$ cat src/rtl/pdt_pkg.sv
// Package for the dead-time output interlock: widths, positions, resets.
// Assumes a single 50 MHz clock domain and synchronous active-high reset.
package pdt_pkg;

  localparam int PHASES = 3;
  localparam int DT_STAGES = 15;
  localparam int DT_W = 4;
  localparam int DIV_W = 3;

  // Delay clock dividers: even divider settings use 4, odd ones use 6
  localparam logic [2:0] DIV_FAST = 3'h4;
  localparam logic [2:0] DIV_SLOW = 3'h6;
  localparam int DIV_SEL_BIT = 0;

  // Register address of the dead-time control register on the data bus
  localparam logic [2:0] ADDR_DEAD_TIME = 3'h3;
  localparam logic [2:0] ADDR_DIVIDER = 3'h4;

  localparam logic [DT_W-1:0] DT_RESET = 4'h0;
  localparam logic [DIV_W-1:0] DIV_RESET = 3'h0;
  localparam logic [2:0] PRESC_RESET = 3'h0;

  // Register write port from the processor bus
  typedef struct packed {
    logic [7:0] data;
    logic [2:0] addr;
    logic ale;
    logic wr_n;
  } pdt_bus_t;

  // One complementary output pair, both active low
  typedef struct packed {
    logic normal_n;
    logic inverted_n;
  } pdt_pair_t;

endpackage

$ cat src/rtl/pdt_delay_line.sv
// One phase's 15-stage delay line with a tap after every stage.
// Assumes shift_en pulses once per delay-clock period.
module pdt_delay_line
  import pdt_pkg::*;
(
  input wire logic mclk,
  input wire logic reset,
  input wire logic shift_en,
  input wire logic pwm_in,
  input wire logic [pdt_pkg::DT_W-1:0] dead_time,
  output logic delayed
);

  logic [DT_STAGES-1:0] sr_q;
  logic [DT_STAGES-1:0] sr_d;
  logic [DT_STAGES:0] taps;

  assign sr_d = {sr_q[DT_STAGES-2:0], pwm_in};
  // Tap 0 is the undelayed source so zero dead time adds nothing
  assign taps = {sr_q, pwm_in}; // [RULE1]
  assign delayed = taps[dead_time]; // [RULE4] [RULE5]

  always_ff @(posedge mclk)
  begin
    if (reset)
      sr_q <= '0;
    else if (shift_en)
      sr_q <= sr_d; // [RULE1]
  end

endmodule // pdt_delay_line

$ cat src/rtl/pdt_interlock.sv
// Dead-time output stage with inhibit and status hold interlock.
// Assumes the pulse-width signals and all control pins are synchronous
// to mclk; bus strobes are sampled as levels and edges found here.
////////////////////////////////////////////////////////////////////
// Summary of operation
// RULE1: Fifteen-stage tapped shift register delays pulse signal
// RULE2: Shift clock is oscillator divided four or six
// RULE3: Even divider values four, odd values six
// RULE4: Dead time zero to fifteen, zero none
// RULE5: Dead time equals setting times delay period
// RULE6: Zero dead time gives exact complementary outputs
// RULE7: Outputs active low; high means switch off
// RULE8: Only falling edges delayed; pair never both low
// RULE9: Inhibit high forces all six outputs high
// RULE10: Processor holds inhibit high until initialised
// RULE11: Hold-set pulse latches outputs forced high
// RULE12: Status output high while hold is active
// RULE13: Hold-clear pulse releases hold flipflop
// RULE14: Address latched on ALE fall, data on WR rise
// RULE15: Set wins when set and clear coincide
module pdt_interlock
  import pdt_pkg::*;
(
  input wire logic mclk,
  input wire logic reset,
  input wire pdt_pkg::pdt_bus_t bus,
  input wire logic [pdt_pkg::PHASES-1:0] pwm,
  input wire logic inhibit,
  input wire logic hold_set,
  input wire logic hold_clear,
  output logic status,
  output pdt_pkg::pdt_pair_t [pdt_pkg::PHASES-1:0] phase_out,
  output logic [pdt_pkg::DT_W-1:0] dead_time,
  output logic [pdt_pkg::DIV_W-1:0] divider
);

  function automatic logic [2:0] div_ratio(input logic [DIV_W-1:0] v);
    return v[DIV_SEL_BIT] ? DIV_SLOW : DIV_FAST;
  endfunction

  logic ale_q;
  logic wr_n_q;
  logic [2:0] addr_q;
  logic [DT_W-1:0] dt_q;
  logic [DIV_W-1:0] div_q;
  logic [2:0] presc_q;
  logic [2:0] presc_d;
  logic hold_q;
  logic hold_d;
  logic [PHASES-1:0] delayed;
  logic [PHASES-1:0] ndelayed;
  logic [PHASES-1:0] pwm_n;
  pdt_pair_t [PHASES-1:0] out_d;
  pdt_pair_t [PHASES-1:0] out_q;

  wire ale_fall = ale_q & ~bus.ale;
  wire wr_rise = ~wr_n_q & bus.wr_n;
  wire [2:0] ratio = div_ratio(div_q); // [RULE3]
  wire shift_en = (presc_q == ratio - 3'h1); // [RULE2]
  wire force_off = inhibit | hold_q;

  ////////////////////////////////////////////////////////////////////
  // Bus write port

  always_ff @(posedge mclk)
  begin
    if (reset)
    begin
      ale_q <= 1'b0;
      wr_n_q <= 1'b1;
      addr_q <= 3'h0;
      dt_q <= DT_RESET;
      div_q <= DIV_RESET;
    end
    else
    begin
      ale_q <= bus.ale;
      wr_n_q <= bus.wr_n;
      if (ale_fall)
        addr_q <= bus.addr; // [RULE14]
      if (wr_rise && addr_q == ADDR_DEAD_TIME)
        dt_q <= bus.data[DT_W-1:0]; // [RULE14] [RULE4]
      if (wr_rise && addr_q == ADDR_DIVIDER)
        div_q <= bus.data[DIV_W-1:0];
    end
  end

  assign dead_time = dt_q;
  assign divider = div_q;

  ////////////////////////////////////////////////////////////////////
  // Delay clock prescaler

  assign presc_d = shift_en ? PRESC_RESET : presc_q + 3'h1;

  always_ff @(posedge mclk)
  begin
    if (reset)
      presc_q <= PRESC_RESET;
    else
      presc_q <= presc_d; // [RULE2]
  end

  ////////////////////////////////////////////////////////////////////
  // Delay lines: one for the pulse and one for its complement

  assign pwm_n = ~pwm;

  genvar g;
  generate
    for (g = 0; g < PHASES; g++)
    begin : g_phase
      pdt_delay_line u_norm (
        .mclk(mclk),
        .reset(reset),
        .shift_en(shift_en),
        .pwm_in(pwm[g]),
        .dead_time(dt_q),
        .delayed(delayed[g])
      );
      pdt_delay_line u_inv (
        .mclk(mclk),
        .reset(reset),
        .shift_en(shift_en),
        .pwm_in(pwm_n[g]),
        .dead_time(dt_q),
        .delayed(ndelayed[g])
      );
      // Activation needs both the live and the delayed level, so a
      // release is immediate and an activation waits the dead time.
      assign out_d[g].normal_n =
        force_off | ~(pwm[g] & delayed[g]); // [RULE7] [RULE8] [RULE9]
      assign out_d[g].inverted_n =
        force_off | ~(pwm_n[g] & ndelayed[g]); // [RULE6] [RULE8]
    end
  endgenerate

  ////////////////////////////////////////////////////////////////////
  // Hold flipflop and output register

  // Set has priority so a fault report never gets dropped by a clear
  assign hold_d = hold_set ? 1'b1 : (hold_clear ? 1'b0 : hold_q);

  always_ff @(posedge mclk)
  begin
    if (reset)
    begin
      hold_q <= 1'b0;
      out_q <= '1;
    end
    else
    begin
      hold_q <= hold_d; // [RULE11] [RULE13] [RULE15]
      out_q <= out_d;
    end
  end

  assign status = hold_q; // [RULE12]
  assign phase_out = out_q;

  ////////////////////////////////////////////////////////////////////
  // Checks

  for (genvar p = 0; p < PHASES; p++)
  begin : g_chk
    chk_pair_never_low: assert property ( // [RULE8]
      @(posedge mclk) disable iff (reset)
      out_q[p].normal_n | out_q[p].inverted_n)
      else $error("both outputs of a pair active");
    chk_zero_dt_compl: assert property ( // [RULE6]
      @(posedge mclk) disable iff (reset)
      // Outputs lag the settings by one register stage
      ($past(dt_q) == 4'h0 && !$past(force_off) && !$past(reset)) |->
        out_q[p].inverted_n == ~out_q[p].normal_n)
      else $error("zero dead time outputs not complementary");
    chk_release_normal: assert property ( // [RULE8]
      @(posedge mclk) disable iff (reset)
      !pwm[p] |=> out_q[p].normal_n)
      else $error("normal output release was delayed");
    chk_release_inverted: assert property ( // [RULE8]
      @(posedge mclk) disable iff (reset)
      pwm[p] |=> out_q[p].inverted_n)
      else $error("inverted output release was delayed");
  end

  chk_inhibit_forces: assert property ( // [RULE9]
    @(posedge mclk) disable iff (reset)
    inhibit |=> phase_out == '1)
    else $error("inhibit did not force outputs high");
  chk_hold_sets: assert property ( // [RULE11]
    @(posedge mclk) disable iff (reset)
    hold_set |=> status ##1 phase_out == '1)
    else $error("hold set did not force outputs");
  chk_hold_clears: assert property ( // [RULE13]
    @(posedge mclk) disable iff (reset)
    (hold_clear && !hold_set) |=> !status)
    else $error("hold clear did not release");
  chk_set_wins: assert property ( // [RULE15]
    @(posedge mclk) disable iff (reset)
    (hold_set && hold_clear) |=> status)
    else $error("clear beat set");
  chk_hold_sticks: assert property ( // [RULE12]
    @(posedge mclk) disable iff (reset)
    (status && !hold_clear) |=> status)
    else $error("status dropped without clear");
  // A divider write inside the window changes the ratio mid-count, so it is left out
  chk_div_period: assert property ( // [RULE3]
    @(posedge mclk) disable iff (reset)
    (shift_en && !div_q[DIV_SEL_BIT]) ##1 (!div_q[DIV_SEL_BIT])[*4]
      |-> shift_en)
    else $error("divide by four period wrong");
  chk_div_six: assert property ( // [RULE3]
    @(posedge mclk) disable iff (reset)
    (shift_en && div_q[DIV_SEL_BIT]) ##1 (div_q[DIV_SEL_BIT])[*6]
      |-> shift_en)
    else $error("divide by six period wrong");
  chk_dt_load: assert property ( // [RULE14]
    @(posedge mclk) disable iff (reset)
    (wr_rise && addr_q == ADDR_DEAD_TIME) |=>
      dt_q == $past(bus.data[DT_W-1:0]))
    else $error("dead time not loaded");
  chk_dt_ignore: assert property ( // [RULE14]
    @(posedge mclk) disable iff (reset)
    (wr_rise && addr_q != ADDR_DEAD_TIME) |=> $stable(dt_q))
    else $error("dead time changed by another address");
  chk_div_load: assert property ( // [RULE2]
    @(posedge mclk) disable iff (reset)
    (wr_rise && addr_q == ADDR_DIVIDER) |=>
      div_q == $past(bus.data[DIV_W-1:0]))
    else $error("divider not loaded");

endmodule // pdt_interlock

$ cat config.mk
export PLATFORM = sky130hd
export DESIGN_NAME = pdt_interlock
export DESIGN_NICKNAME = d
export VERILOG_FILES = /design/src/rtl/pdt_pkg.sv /design/src/rtl/pdt_delay_line.sv /design/src/rtl/pdt_interlock.sv
export SDC_FILE = /design/constraint.sdc
export NUM_CORES = 1
export LEC_CHECK = 0
export BUFFER_PORTS_ARGS = -buffer_cell sky130_fd_sc_hd__buf_2
export CORE_MARGIN = 4
export CORE_UTILIZATION = 59
export DETAILED_ROUTE_END_ITERATION = 8
export PLACE_DENSITY = 0.79
export SYNTH_ARGS = -nofsm -noshare
export SYNTH_HDL_FRONTEND = slang
export SYNTH_SLANG_ARGS = --single-unit
$ cat constraint.sdc
create_clock -name mclk -period 1.85 [get_ports mclk]
set_input_delay 0.185 -clock mclk [delete_from_list [all_inputs] [get_ports mclk]]
set_output_delay 0.185 -clock mclk [all_outputs]
set_load 0.02 [all_outputs]
Word level (Yosys, flattened, before mapping):

Index checks and enable logic that the tools add are counted.

* bits in registers: 112
* input bits: 21
* output and inout bits: 14
* logic and storage cells: 68

* add/sub/neg operators: 2
* $lt $le $gt $ge: 1
* equal/unequal tests: 3
* multiplexer cells: 15
* bitwise gates (word level): 24
* reduce and logical (&&, ||, !) cells: 4

Operators by type and width (number)
* 1-bit binary-select mux with 4-bit select: 6
* 1-bit bitwise AND: 8
* 1-bit 2-to-1 mux: 8
* 1-bit inverter: 8
* 1-bit bitwise OR: 7
* 4-bit by 5-bit less-than comparator with 1-bit output (second input constant): 1
* 3-bit by 1-bit adder with 3-bit output (second input constant): 1
* 3-bit by 2-bit equality test with 1-bit output (second input constant): 1
* 3-bit equality test: 1
* 3-bit equality test (second input constant): 1
* 3-bit inverter: 1
* 3-bit by 1-bit subtractor with 3-bit output (second input constant): 1
* 1-bit logical AND: 2
* 2-bit 2-to-1 mux: 1
* 2-bit nonzero test: 1
* 2-bit OR reduction: 1

Logic depth before layout (Yosys ltp):

Gate-level depths: netlist of the first run.

* word-level depth: 6
* depth in mapped cells: 7
* depth with buffers taken out: 4

Modules after synthesis:

From an unflattened synthesis of the first run, not the netlist that was laid out.

* cells, all modules: 407
* area total of the unflattened synthesis: 4774.6 um^2

By module, submodules not included
* pdt_delay_line: times used 6, cells an instance 55, area each 658.1 um^2, sequential area each 300.3 um^2
* pdt_interlock: times used 1, cells an instance 77, area each 825.8 um^2, sequential area each 440.4 um^2

Worst setup path after synthesis of the first run:

OpenSTA, ideal clock, no wires.

* path kind: reg2reg
* start point: register dt_q[1], in the netlist dead_time[1]
* end point: register out_q, in the netlist phase_out[1]
* library setup time: 0.082 ns
* data arrival time: 1.604 ns
* required time: 1.768 ns
* path slack: 0.164 ns
* stages on the path, launching flop included: 7
* buffers on the path: 2
* clock period less this slack: 1.686 ns
* cells stage by stage: dfxtp_1 > buf_4 > buf_4 > mux4_2 > mux2i_1 > nand2_1 > o2111ai_1

* cells in the longest elaborated chain, start to end: 5

Ends and longest elaborated chain
* start, declared: RTL line pdt_interlock.sv:44 `logic [DT_W-1:0] dt_q;`
* start signal, assigned: RTL line pdt_interlock.sv:82 `dt_q <= bus.data[DT_W-1:0];`
* 1-bit binary-select mux with 4-bit select: RTL line pdt_delay_line.sv:21 `assign delayed = taps[dead_time];`
* 1-bit 2-to-1 mux (implied by the code): RTL line pdt_delay_line.sv:21
* 1-bit bitwise AND: RTL line pdt_interlock.sv:132 `force_off | ~(pwm[g] & delayed[g]);`
* 1-bit inverter: RTL line pdt_interlock.sv:132
* 1-bit bitwise OR: RTL line pdt_interlock.sv:132
* end signal, assigned: RTL line pdt_interlock.sv:154 `out_q <= out_d;`
* end, declared: RTL line pdt_interlock.sv:54 `pdt_pair_t [PHASES-1:0] out_q;`

Every way passes these cells. The select of a mux whose other input is x is not followed.
A chain may end at the register's enable or synchronous reset.

Worst setup path in the final report of the first run:

* start point: register dt_q[0], in the netlist dead_time[0]
* end point: register out_q, in the netlist phase_out[3]

Same word-level chain as after synthesis.

==> results of run 1 <==
==> synthesized netlist by cell type, drive strengths merged (2+ instances only) <==
cell type | n | area, um2
mux2 | 12 | 135
a22oi | 3 | 22.5
o21ai | 4 | 23.8
nand3 | 3 | 15.0
mux2i | 12 | 120
o2111ai | 3 | 26.3
nor2 | 14 | 52.6
a311oi | 3 | 26.3
a21oi | 91 | 455
clkbuf | 22 | 82.6
nor3 | 2 | 10.0
nor2b | 2 | 12.5
nand2 | 184 | 691
inv | 4 | 15.0
mux4 | 21 | 495
buf | 18 | 121
dfxtp | 112 | 2240
nor3b | 2 | 15.0
==> area by class of cell <==
cell class / instances / area, um2 / share of cell area
clock buffers: 11 / 141 / 0.0278
clock inverters: 5 / 42.5 / 0.00835
inverters: 4 / 15.0 / 0.00295
multi-input cells: 366 / 2190 / 0.430
flip-flops and latches: 112 / 2240 / 0.440
well taps: 102 / 128 / 0.0251
repair buffers: 44 / 333 / 0.0653
==> per-layer routing <==
metal / track usage / routed length [um] / vias to the layer above
met5: 0 / 0 / -
met2: 0.341 / 4660 / 70
met3: 0.0389 / 354 / 17
met1: 0.264 / 4190 / 1717
li1: - / - / 1800
met4: 0.0864 / 216 / 0
==> kinds of logic (layout without fill, tap and decap cells) <==
logic type	after synthesis	count (layout)	share of synthesized area
XOR/XNOR	1	1	0.00189
flip-flops	112	112	0.483
AND/OR/NAND/NOR	213	213	0.181
AO/OA/AOI/OAI	106	106	0.123
buffers and inverters	44	64	0.0471
adder cells (fa/ha/maj)	1	1	0.00269
multiplexers	45	45	0.162
==> state kept, by name (all words and copies together), names as in the netlist <==
name / flops
g_phase.u_inv.sr_q: 45
presc_q: 3
divider: 3
ale_q: 1
addr_q: 3
wr_n_q: 1
dead_time: 4
g_phase.u_norm.sr_q: 45
status: 1
phase_out: 6
==> per-stage QoR <==
step / utilization / area, um2 / hold WS (ps) / instances
4_1_cts: 0.663 / 5090 / 4.57 / 644
6_report: 0.663 / 5090 / 22.1 / 644
3_5_place_dp: 0.639 / 4910 / 408 / 628
2_1_floorplan: - / 4640 / 266 / 522
5_1_grt: 0.663 / 5090 / 28.7 / 644
3_3_place_gp: 0.639 / 4910 / 392 / 628
==> where the power goes <==
group | switching (mW) | internal (mW)
clock network | 0.821 | 0.537
registers | 0.0142 | 2.43
logic | 0.142 | 0.0721
==> worst register-to-register path, cell delays in order (launching register included) <==
cell and delay, ps:
dfxtp_1 470, buf_12 160, mux4_1 540, mux2_2 290
o2111ai_1 170
==> worst paths after layout <==
path	startpoint	cells past startpoint	to
worst max register to register	dead_time[0]$_SDFFE_PP0P_	4	phase_out[3]$_SDFF_PP1_
worst min register to register	g_phase[1].u_norm.sr_q[14]$_SDFFE_PP0N_	2	g_phase[1].u_norm.sr_q[14]$_SDFFE_PP0N_
worst min-delay path	hold_set	3	status$_SDFFE_PP0P_
worst max-delay path	dead_time[0]$_SDFFE_PP0P_	4	phase_out[3]$_SDFF_PP1_
==> results.sh, run 1 <==
export IMPL_status="finished, final reports clean"
export IMPL_numCtsBuffers=9
export IMPL_cp_num_buf_inv=1
export IMPL_finalClockSkew_ps=13.2
export IMPL_synth_edf_count=0
export IMPL_syn_inst=522
export IMPL_worstPathCellList="buf_12 -> mux4_1 -> mux2_2 -> o2111ai_1"
export IMPL_drt_iter0_markers=257
export IMPL_die_w_um=96.7
export IMPL_cp_data_arrival_time_ps=2000
export IMPL_hold_viol_final=0
export IMPL_grt_max_degree=90
export IMPL_hold_buffers=0
export IMPL_cp_slowest_cell="mux4_1"
export IMPL_layout_commonest_cell="nand2_1"
export IMPL_fin_crit_sh=0.918
export IMPL_htree_levels=3
export IMPL_clk_latency_ps=380
export IMPL_core_um2=7690
export IMPL_ys_types=34
export IMPL_min_path_type="in2reg"
export IMPL_cts_resized=0
export IMPL_layout_common_cells="nand2_1, dfxtp_1, a21oi_1"
export IMPL_post_route_min_period_ps=1700
export IMPL_max_cap_violations=0
export IMPL_wirelength_um=9430
export IMPL_path_clk_slew_ps=100
export IMPL_slowest_delay_ps=540
export IMPL_fin_ws_ps=151
export IMPL_start_util=0.604
export IMPL_tns_ps=0
export IMPL_numPortBuffers=30
export IMPL_diodes=0
export IMPL_seq_area_frac_synth=0.483
export IMPL_peakVddDrop_mv=0.438
export IMPL_synthArstFlopShare=0
export IMPL_areaGrowthSynthToFinish_pct=9.67
export IMPL_fin_total_pwr_mw=4.02
export IMPL_slew_viol_final=0
export IMPL_critPathCaptureType="flip-flop"
export IMPL_ant_nets=0
export IMPL_grt_first_pass_wirelength_um=16000
export IMPL_crit_type="reg2reg"
export IMPL_gp_congestion=0.770
export IMPL_grt_pass1_vias=3431
export IMPL_fillers=633
export IMPL_die_h_um=96.7
export IMPL_cts_buffer_depth=2
export IMPL_place_ws_ps=199
export IMPL_synthesis_area_um2=4640
export IMPL_dieArea_um2=9360
export IMPL_crit_family="multiplexers"
export IMPL_relSlewSlack=0.576
export IMPL_ys_warn_count=0
export IMPL_tritoncts="done"
export IMPL_synth_seq_cells=112
export IMPL_cts_root_buf="clkbuf_8"
export IMPL_final_nets=559
export IMPL_synthesis_nets=544
export IMPL_clkSinkCount=112
export IMPL_drc=0
export IMPL_synth_area_per_cell_um2=8.90
export IMPL_dpl_hpwl_um=6020
export IMPL_antenna_found_initial=0
export IMPL_cts_setup_buffers=0
export IMPL_rows=32
export IMPL_fmax_ghz=0.589
export IMPL_overflow=0
export IMPL_cp_required_ps=2150
export IMPL_dr_total_vias=3604
export IMPL_drive_gt1_frac=0.164
export IMPL_io_pins=35
export IMPL_vias_per_cell=5.60
export IMPL_finalSetupViolCount=0
export IMPL_rsz0062_at_grt="no"
export IMPL_reg2reg_slack_ps=150
export IMPL_crit_path_max_fanout=5
export IMPL_tightest_slew_ps=627
export IMPL_grt_use_total=0.206
export IMPL_routedWlPerCell_um=14.6
export IMPL_leakagePower_nw=1.70
export IMPL_p_per_area_nw_per_um2=788
export IMPL_start_kind="flip-flop"
export IMPL_ys_flop_type="dfxtp_1"
export IMPL_drtPass1Iterations=4
(Power assumes the default switching activity.)
==> inputs of run 2 (changes only) <==
ABC_AREA = 1   (was default)
CORE_MARGIN = 2   (was 4)
CORE_UTILIZATION = 60   (was 59)
PLACE_DENSITY = 0.8   (was 0.79)
==> results.sh, run 2 <==
export IMPL_crit_path_max_fanout=43
export IMPL_relSlewSlack=0.609
export IMPL_finalClockSkew_ps=16.9
export IMPL_tightest_slew_ps=586
export IMPL_drc=0
export IMPL_start_kind="flip-flop"
export IMPL_drtPass1Iterations=6
export IMPL_finalSetupViolCount=0
export IMPL_ys_warn_count=0
export IMPL_cts_setup_buffers=0
export IMPL_synthTopCellsByArea="dfxtp_1, nand2_1, nand3_1"
export IMPL_cp_data_arrival_time_ps=1840
export IMPL_start_util=0.624
export IMPL_max_cap_violations=0
export IMPL_areaGrowthSynthToFinish_pct=5.83
export IMPL_min_path_type="in2reg"
export IMPL_cts_buffer_depth=2
export IMPL_crit_type="reg2reg"
export IMPL_peakVddDrop_mv=0.682
export IMPL_cts_root_buf="clkbuf_8"
export IMPL_leakagePower_nw=2.06
export IMPL_ant_nets=0
export IMPL_drive_gt1_frac=0.0913
export IMPL_synth_xor_xnor_area_share=0.00180
export IMPL_synthArstFlopShare=0
export IMPL_synth_top_area_share=0.460
export IMPL_final_nets=718
export IMPL_post_route_min_period_ps=1590
export IMPL_dpl_hpwl_um=6390
export IMPL_overflow=0
export IMPL_tns_ps=0
export IMPL_vias_per_cell=5.41
export IMPL_routedWlPerCell_um=12.9
export IMPL_yosysTopAreaCell="dfxtp_1"
export IMPL_gp_congestion=0.848
export IMPL_final_cells=803
export IMPL_design_area_um2=5160
export IMPL_slew_viol_final=0
export IMPL_grt_max_degree=66
export IMPL_hold_buffers=1
export IMPL_synth_top_family_by_area="simple AND/OR/NAND/NOR gates"
export IMPL_ys_types=19
export IMPL_worstHoldPathCells=3
export IMPL_ys_flop_type="dfxtp_1"
export IMPL_wirelength_um=10300
export IMPL_layout_commonest_cell="nand2_1"
export IMPL_synthAdderAreaFrac=0.00257
export IMPL_ff2ff_path_depth=6
export IMPL_synthesis_nets=708
export IMPL_numPortBuffers=30
export IMPL_grt_use_total=0.249
export IMPL_core_um2=7810
export IMPL_synth_simple_area_share=0.270
export IMPL_fmax_ghz=0.630
export IMPL_clk_latency_ps=380
export IMPL_synth_compound_area_share=0.153
export IMPL_reg2reg_slack_ps=260
export IMPL_clkSinkCount=112
export IMPL_fin_ws_ps=262
export IMPL_diodes=0
export IMPL_seq_area_frac_synth=0.460
export IMPL_die_h_um=94.1
export IMPL_rsz0062_at_grt="no"
export IMPL_hold_slack_ps=9.12
export IMPL_utilization=0.660
export IMPL_dp_cells=786
export IMPL_cts_resized=0
export IMPL_rows=32
export IMPL_die_w_um=94.1
export IMPL_htree_levels=3
export IMPL_dr_total_vias=4345
export IMPL_grt_first_pass_wirelength_um=17700
export IMPL_io_pins=35
export IMPL_p_per_area_nw_per_um2=890
export IMPL_drt_iter0_markers=214
export IMPL_critPathCaptureType="flip-flop"
export IMPL_ys_top_cells_by_count="nand2_1, dfxtp_1, nor2_1, nand3_1, o21ai_1"
export IMPL_numCtsBuffers=9
export IMPL_antenna_found_initial=0
export IMPL_fin_total_pwr_mw=4.59
export IMPL_syn_inst=686
export IMPL_fillers=708
export IMPL_synth_seq_cells=112
export IMPL_path_clk_slew_ps=110
export IMPL_cp_required_ps=2100
export IMPL_yosysMostFrequentCell="nand2_1"
export IMPL_fin_crit_sh=0.858
export IMPL_synthesis_area_um2=4870
export IMPL_place_ws_ps=283
export IMPL_tritoncts="done"
export IMPL_status="finished, final reports clean"
export IMPL_placedInstanceArea_um2=4960
export IMPL_synth_area_per_cell_um2=7.10
export IMPL_layout_common_cells="nand2_1, nor2_1, dfxtp_1"
export IMPL_synth_edf_count=0
export IMPL_synthMuxAreaShare=0
export IMPL_grt_pass1_vias=3970
export IMPL_hold_viol_final=0
export IMPL_dieArea_um2=8860
## run 2: kinds of logic (layout without fill, tap and decap cells)
kind of cell,count (synthesis),count (layout)
and+or+nand+nor,320,320
AOI/OAI and AO/OA,149,149
DFF,112,112
buffers and inverters,103,118
adders and majority gates,1,1
xor gates and xnor gates,1,1
## run 2: cell type report
type,count,area (um2),share of cell area
inverters,58,218,0.0422
flip-flops and latches,112,2240,0.435
clock inverters,7,60.1,0.0116
multi-input cells,471,2090,0.405
well taps,102,128,0.0248
clock buffers,9,124,0.0240
repair buffers,44,295,0.0573
## run 2: power by group
part / internal, mW / switching [mW]
Combinational: 0.207 / 0.333
Clock: 0.519 / 0.855
Sequential: 2.57 / 0.0977
Total: 3.30 / 1.29
## run 2: final timing paths
check / from / endpoint
max reg2reg: presc_q[1]$_SDFF_PP0_ / g_phase[0].u_norm.sr_q[14]$_SDFFE_PP0N_
min reg2reg: divider[1]$_SDFFE_PP0P_ / divider[1]$_SDFFE_PP0P_
max: presc_q[1]$_SDFF_PP0_ / g_phase[0].u_norm.sr_q[14]$_SDFFE_PP0N_
min: hold_set / status$_SDFFE_PP0P_
## run 2: layer usage
metal	vias to the layer above	routed length, um	global-route usage
met5	-	0	0
met4	0	193	0.0882
met3	17	549	0.0498
met2	126	4890	0.426
met1	1971	4700	0.311
li1	2231	-	-
## run 2: critical path, cell delays in order (launching register included)
cell and delay [ps]:
dfxtp_1 350, inv_1 50, o21ai_1 200, nand3_4 250, buf_4 340, o21ai_0 200
a21oi_1 50
==> inputs of run 3 (changes only) <==
clock period = 1.8 ns   (was 1.85 ns; I/O delays follow)
==> results.sh, run 3 (synthesis results as in run 2) <==
export IMPL_grt_first_pass_wirelength_um=17600
export IMPL_tritoncts="done"
export IMPL_finalSetupViolCount=0
export IMPL_drive_gt1_frac=0.0912
export IMPL_core_um2=7810
export IMPL_tightest_slew_ps=602
export IMPL_final_cells=804
export IMPL_finalClockSkew_ps=7.48
export IMPL_fin_ws_ps=116
export IMPL_antenna_found_initial=0
export IMPL_start_kind="flip-flop"
export IMPL_grt_max_degree=66
export IMPL_path_clk_slew_ps=100
export IMPL_fillers=688
export IMPL_route_met2_wl_um=4810
export IMPL_drtPass1Iterations=5
export IMPL_fin_total_pwr_mw=4.66
export IMPL_numPortBuffers=30
export IMPL_hold_viol_final=0
export IMPL_die_w_um=94.1
export IMPL_grt_use_total=0.249
export IMPL_crit_path_max_fanout=20
export IMPL_diodes=0
export IMPL_cts_root_buf="clkbuf_8"
export IMPL_grt_pass1_vias=3927
export IMPL_wl_met3_um=523
export IMPL_leakagePower_nw=2.06
export IMPL_ant_nets=0
export IMPL_overflow=0
export IMPL_numCtsBuffers=9
export IMPL_dpl_hpwl_um=6310
export IMPL_multiInputGateArea_um2=2090
export IMPL_final_nets=720
export IMPL_max_cap_violations=0
export IMPL_clk_latency_ps=360
export IMPL_p_per_area_nw_per_um2=900
export IMPL_status="finished, final reports clean"
export IMPL_ff_latch_area_um2=2240
export IMPL_dr_total_vias=4323
export IMPL_htree_levels=3
export IMPL_cp_required_ps=1620
export IMPL_wirelength_um=10200
export IMPL_cp_data_arrival_time_ps=1500
export IMPL_cts_setup_buffers=0
export IMPL_die_h_um=94.1
export IMPL_rows=32
export IMPL_critPathCaptureType="primary output"
export IMPL_min_path_type="in2reg"
export IMPL_fmax_ghz=0.594
export IMPL_peakVddDrop_mv=0.503
export IMPL_design_area_um2=5170
export IMPL_cts_resized=0
export IMPL_post_route_min_period_ps=1680
export IMPL_cts_buffer_depth=2
export IMPL_rsz0062_at_grt="no"
export IMPL_io_pins=35
export IMPL_areaGrowthSynthToFinish_pct=6.16
export IMPL_vias_per_cell=5.38
export IMPL_drt_met1_wl_um=4680
export IMPL_relSlewSlack=0.598
export IMPL_routedWlPerCell_um=12.7
export IMPL_dieArea_um2=8860
export IMPL_gp_congestion=0.844
export IMPL_fin_crit_sh=0.935
export IMPL_dp_cells=788
export IMPL_layout_common_cells="nand2_1, nor2_1, dfxtp_1"
export IMPL_top_layer_used="met4"
export IMPL_tns_ps=0
export IMPL_start_util=0.624
export IMPL_crit_type="reg2out"
export IMPL_clkSinkCount=112
export IMPL_placedInstanceArea_um2=4990
export IMPL_drt_iter0_markers=199
export IMPL_place_ws_ps=223
export IMPL_layout_commonest_cell="nand2_1"
export IMPL_slew_viol_final=0
export IMPL_drc=0
run 3: cell count changes in the layout (fill, tap and decap cells not counted), sizes merged:
cell,delta
clkinv,-1
buf,+2
inv,-5
clkinvlp,+3
clkbuf,+2
run 3: final timing paths:
kind	start	endpoint	slack, ps	cells after the start
max	dead_time[0]$_SDFFE_PP0P_	dead_time[0]	120	2
min	hold_set	status$_SDFFE_PP0P_	30	3
max reg2reg	presc_q[1]$_SDFF_PP0_	g_phase[0].u_norm.sr_q[0]$_SDFFE_PP0N_	210	7
min reg2reg	divider[2]$_SDFFE_PP0P_	divider[2]$_SDFFE_PP0P_	450	2
run 3: cell type report:
class / instances / area share
sequential: 112 / 0.433
multi-input combinational: 471 / 0.404
timing repair buffer: 46 / 0.0624
inverter: 58 / 0.0421
clock buffer: 11 / 0.0273
tap: 102 / 0.0247
clock inverter: 4 / 0.00605
run 3: power by group:
group / switching, mW / leakage (nW) / internal, mW
clock: 0.813 / 0.0776 / 0.537
combinational: 0.341 / 1.07 / 0.217
sequential: 0.101 / 0.910 / 2.65
run 3: per-layer routing:
metal / track usage / up-vias
li1: - / 2236
met1: 0.328 / 1958
met2: 0.422 / 114
met3: 0.0313 / 15
met4: 0.0845 / 0
met5: 0 / -
run 3: through the flow:
stage,hold WS [ps],util
2_1_floorplan,249,-
3_3_place_gp,376,0.639
3_5_place_dp,390,0.639
4_1_cts,21.6,0.663
5_1_grt,24.8,0.663
6_report,29.9,0.663
run 3: what timing repair did:
| item | CTS | global route |
|---|---|---|
| endpoints found under the setup margin | 0 | 0 |
| hold buffers | 1 | 0 |
| hold endpoints to repair | 1 | 0 |
run 3: critical path: stages (launching register included):
cell     delay (ps)
dfxtp_1         580
buf_4           330
buf_2           220
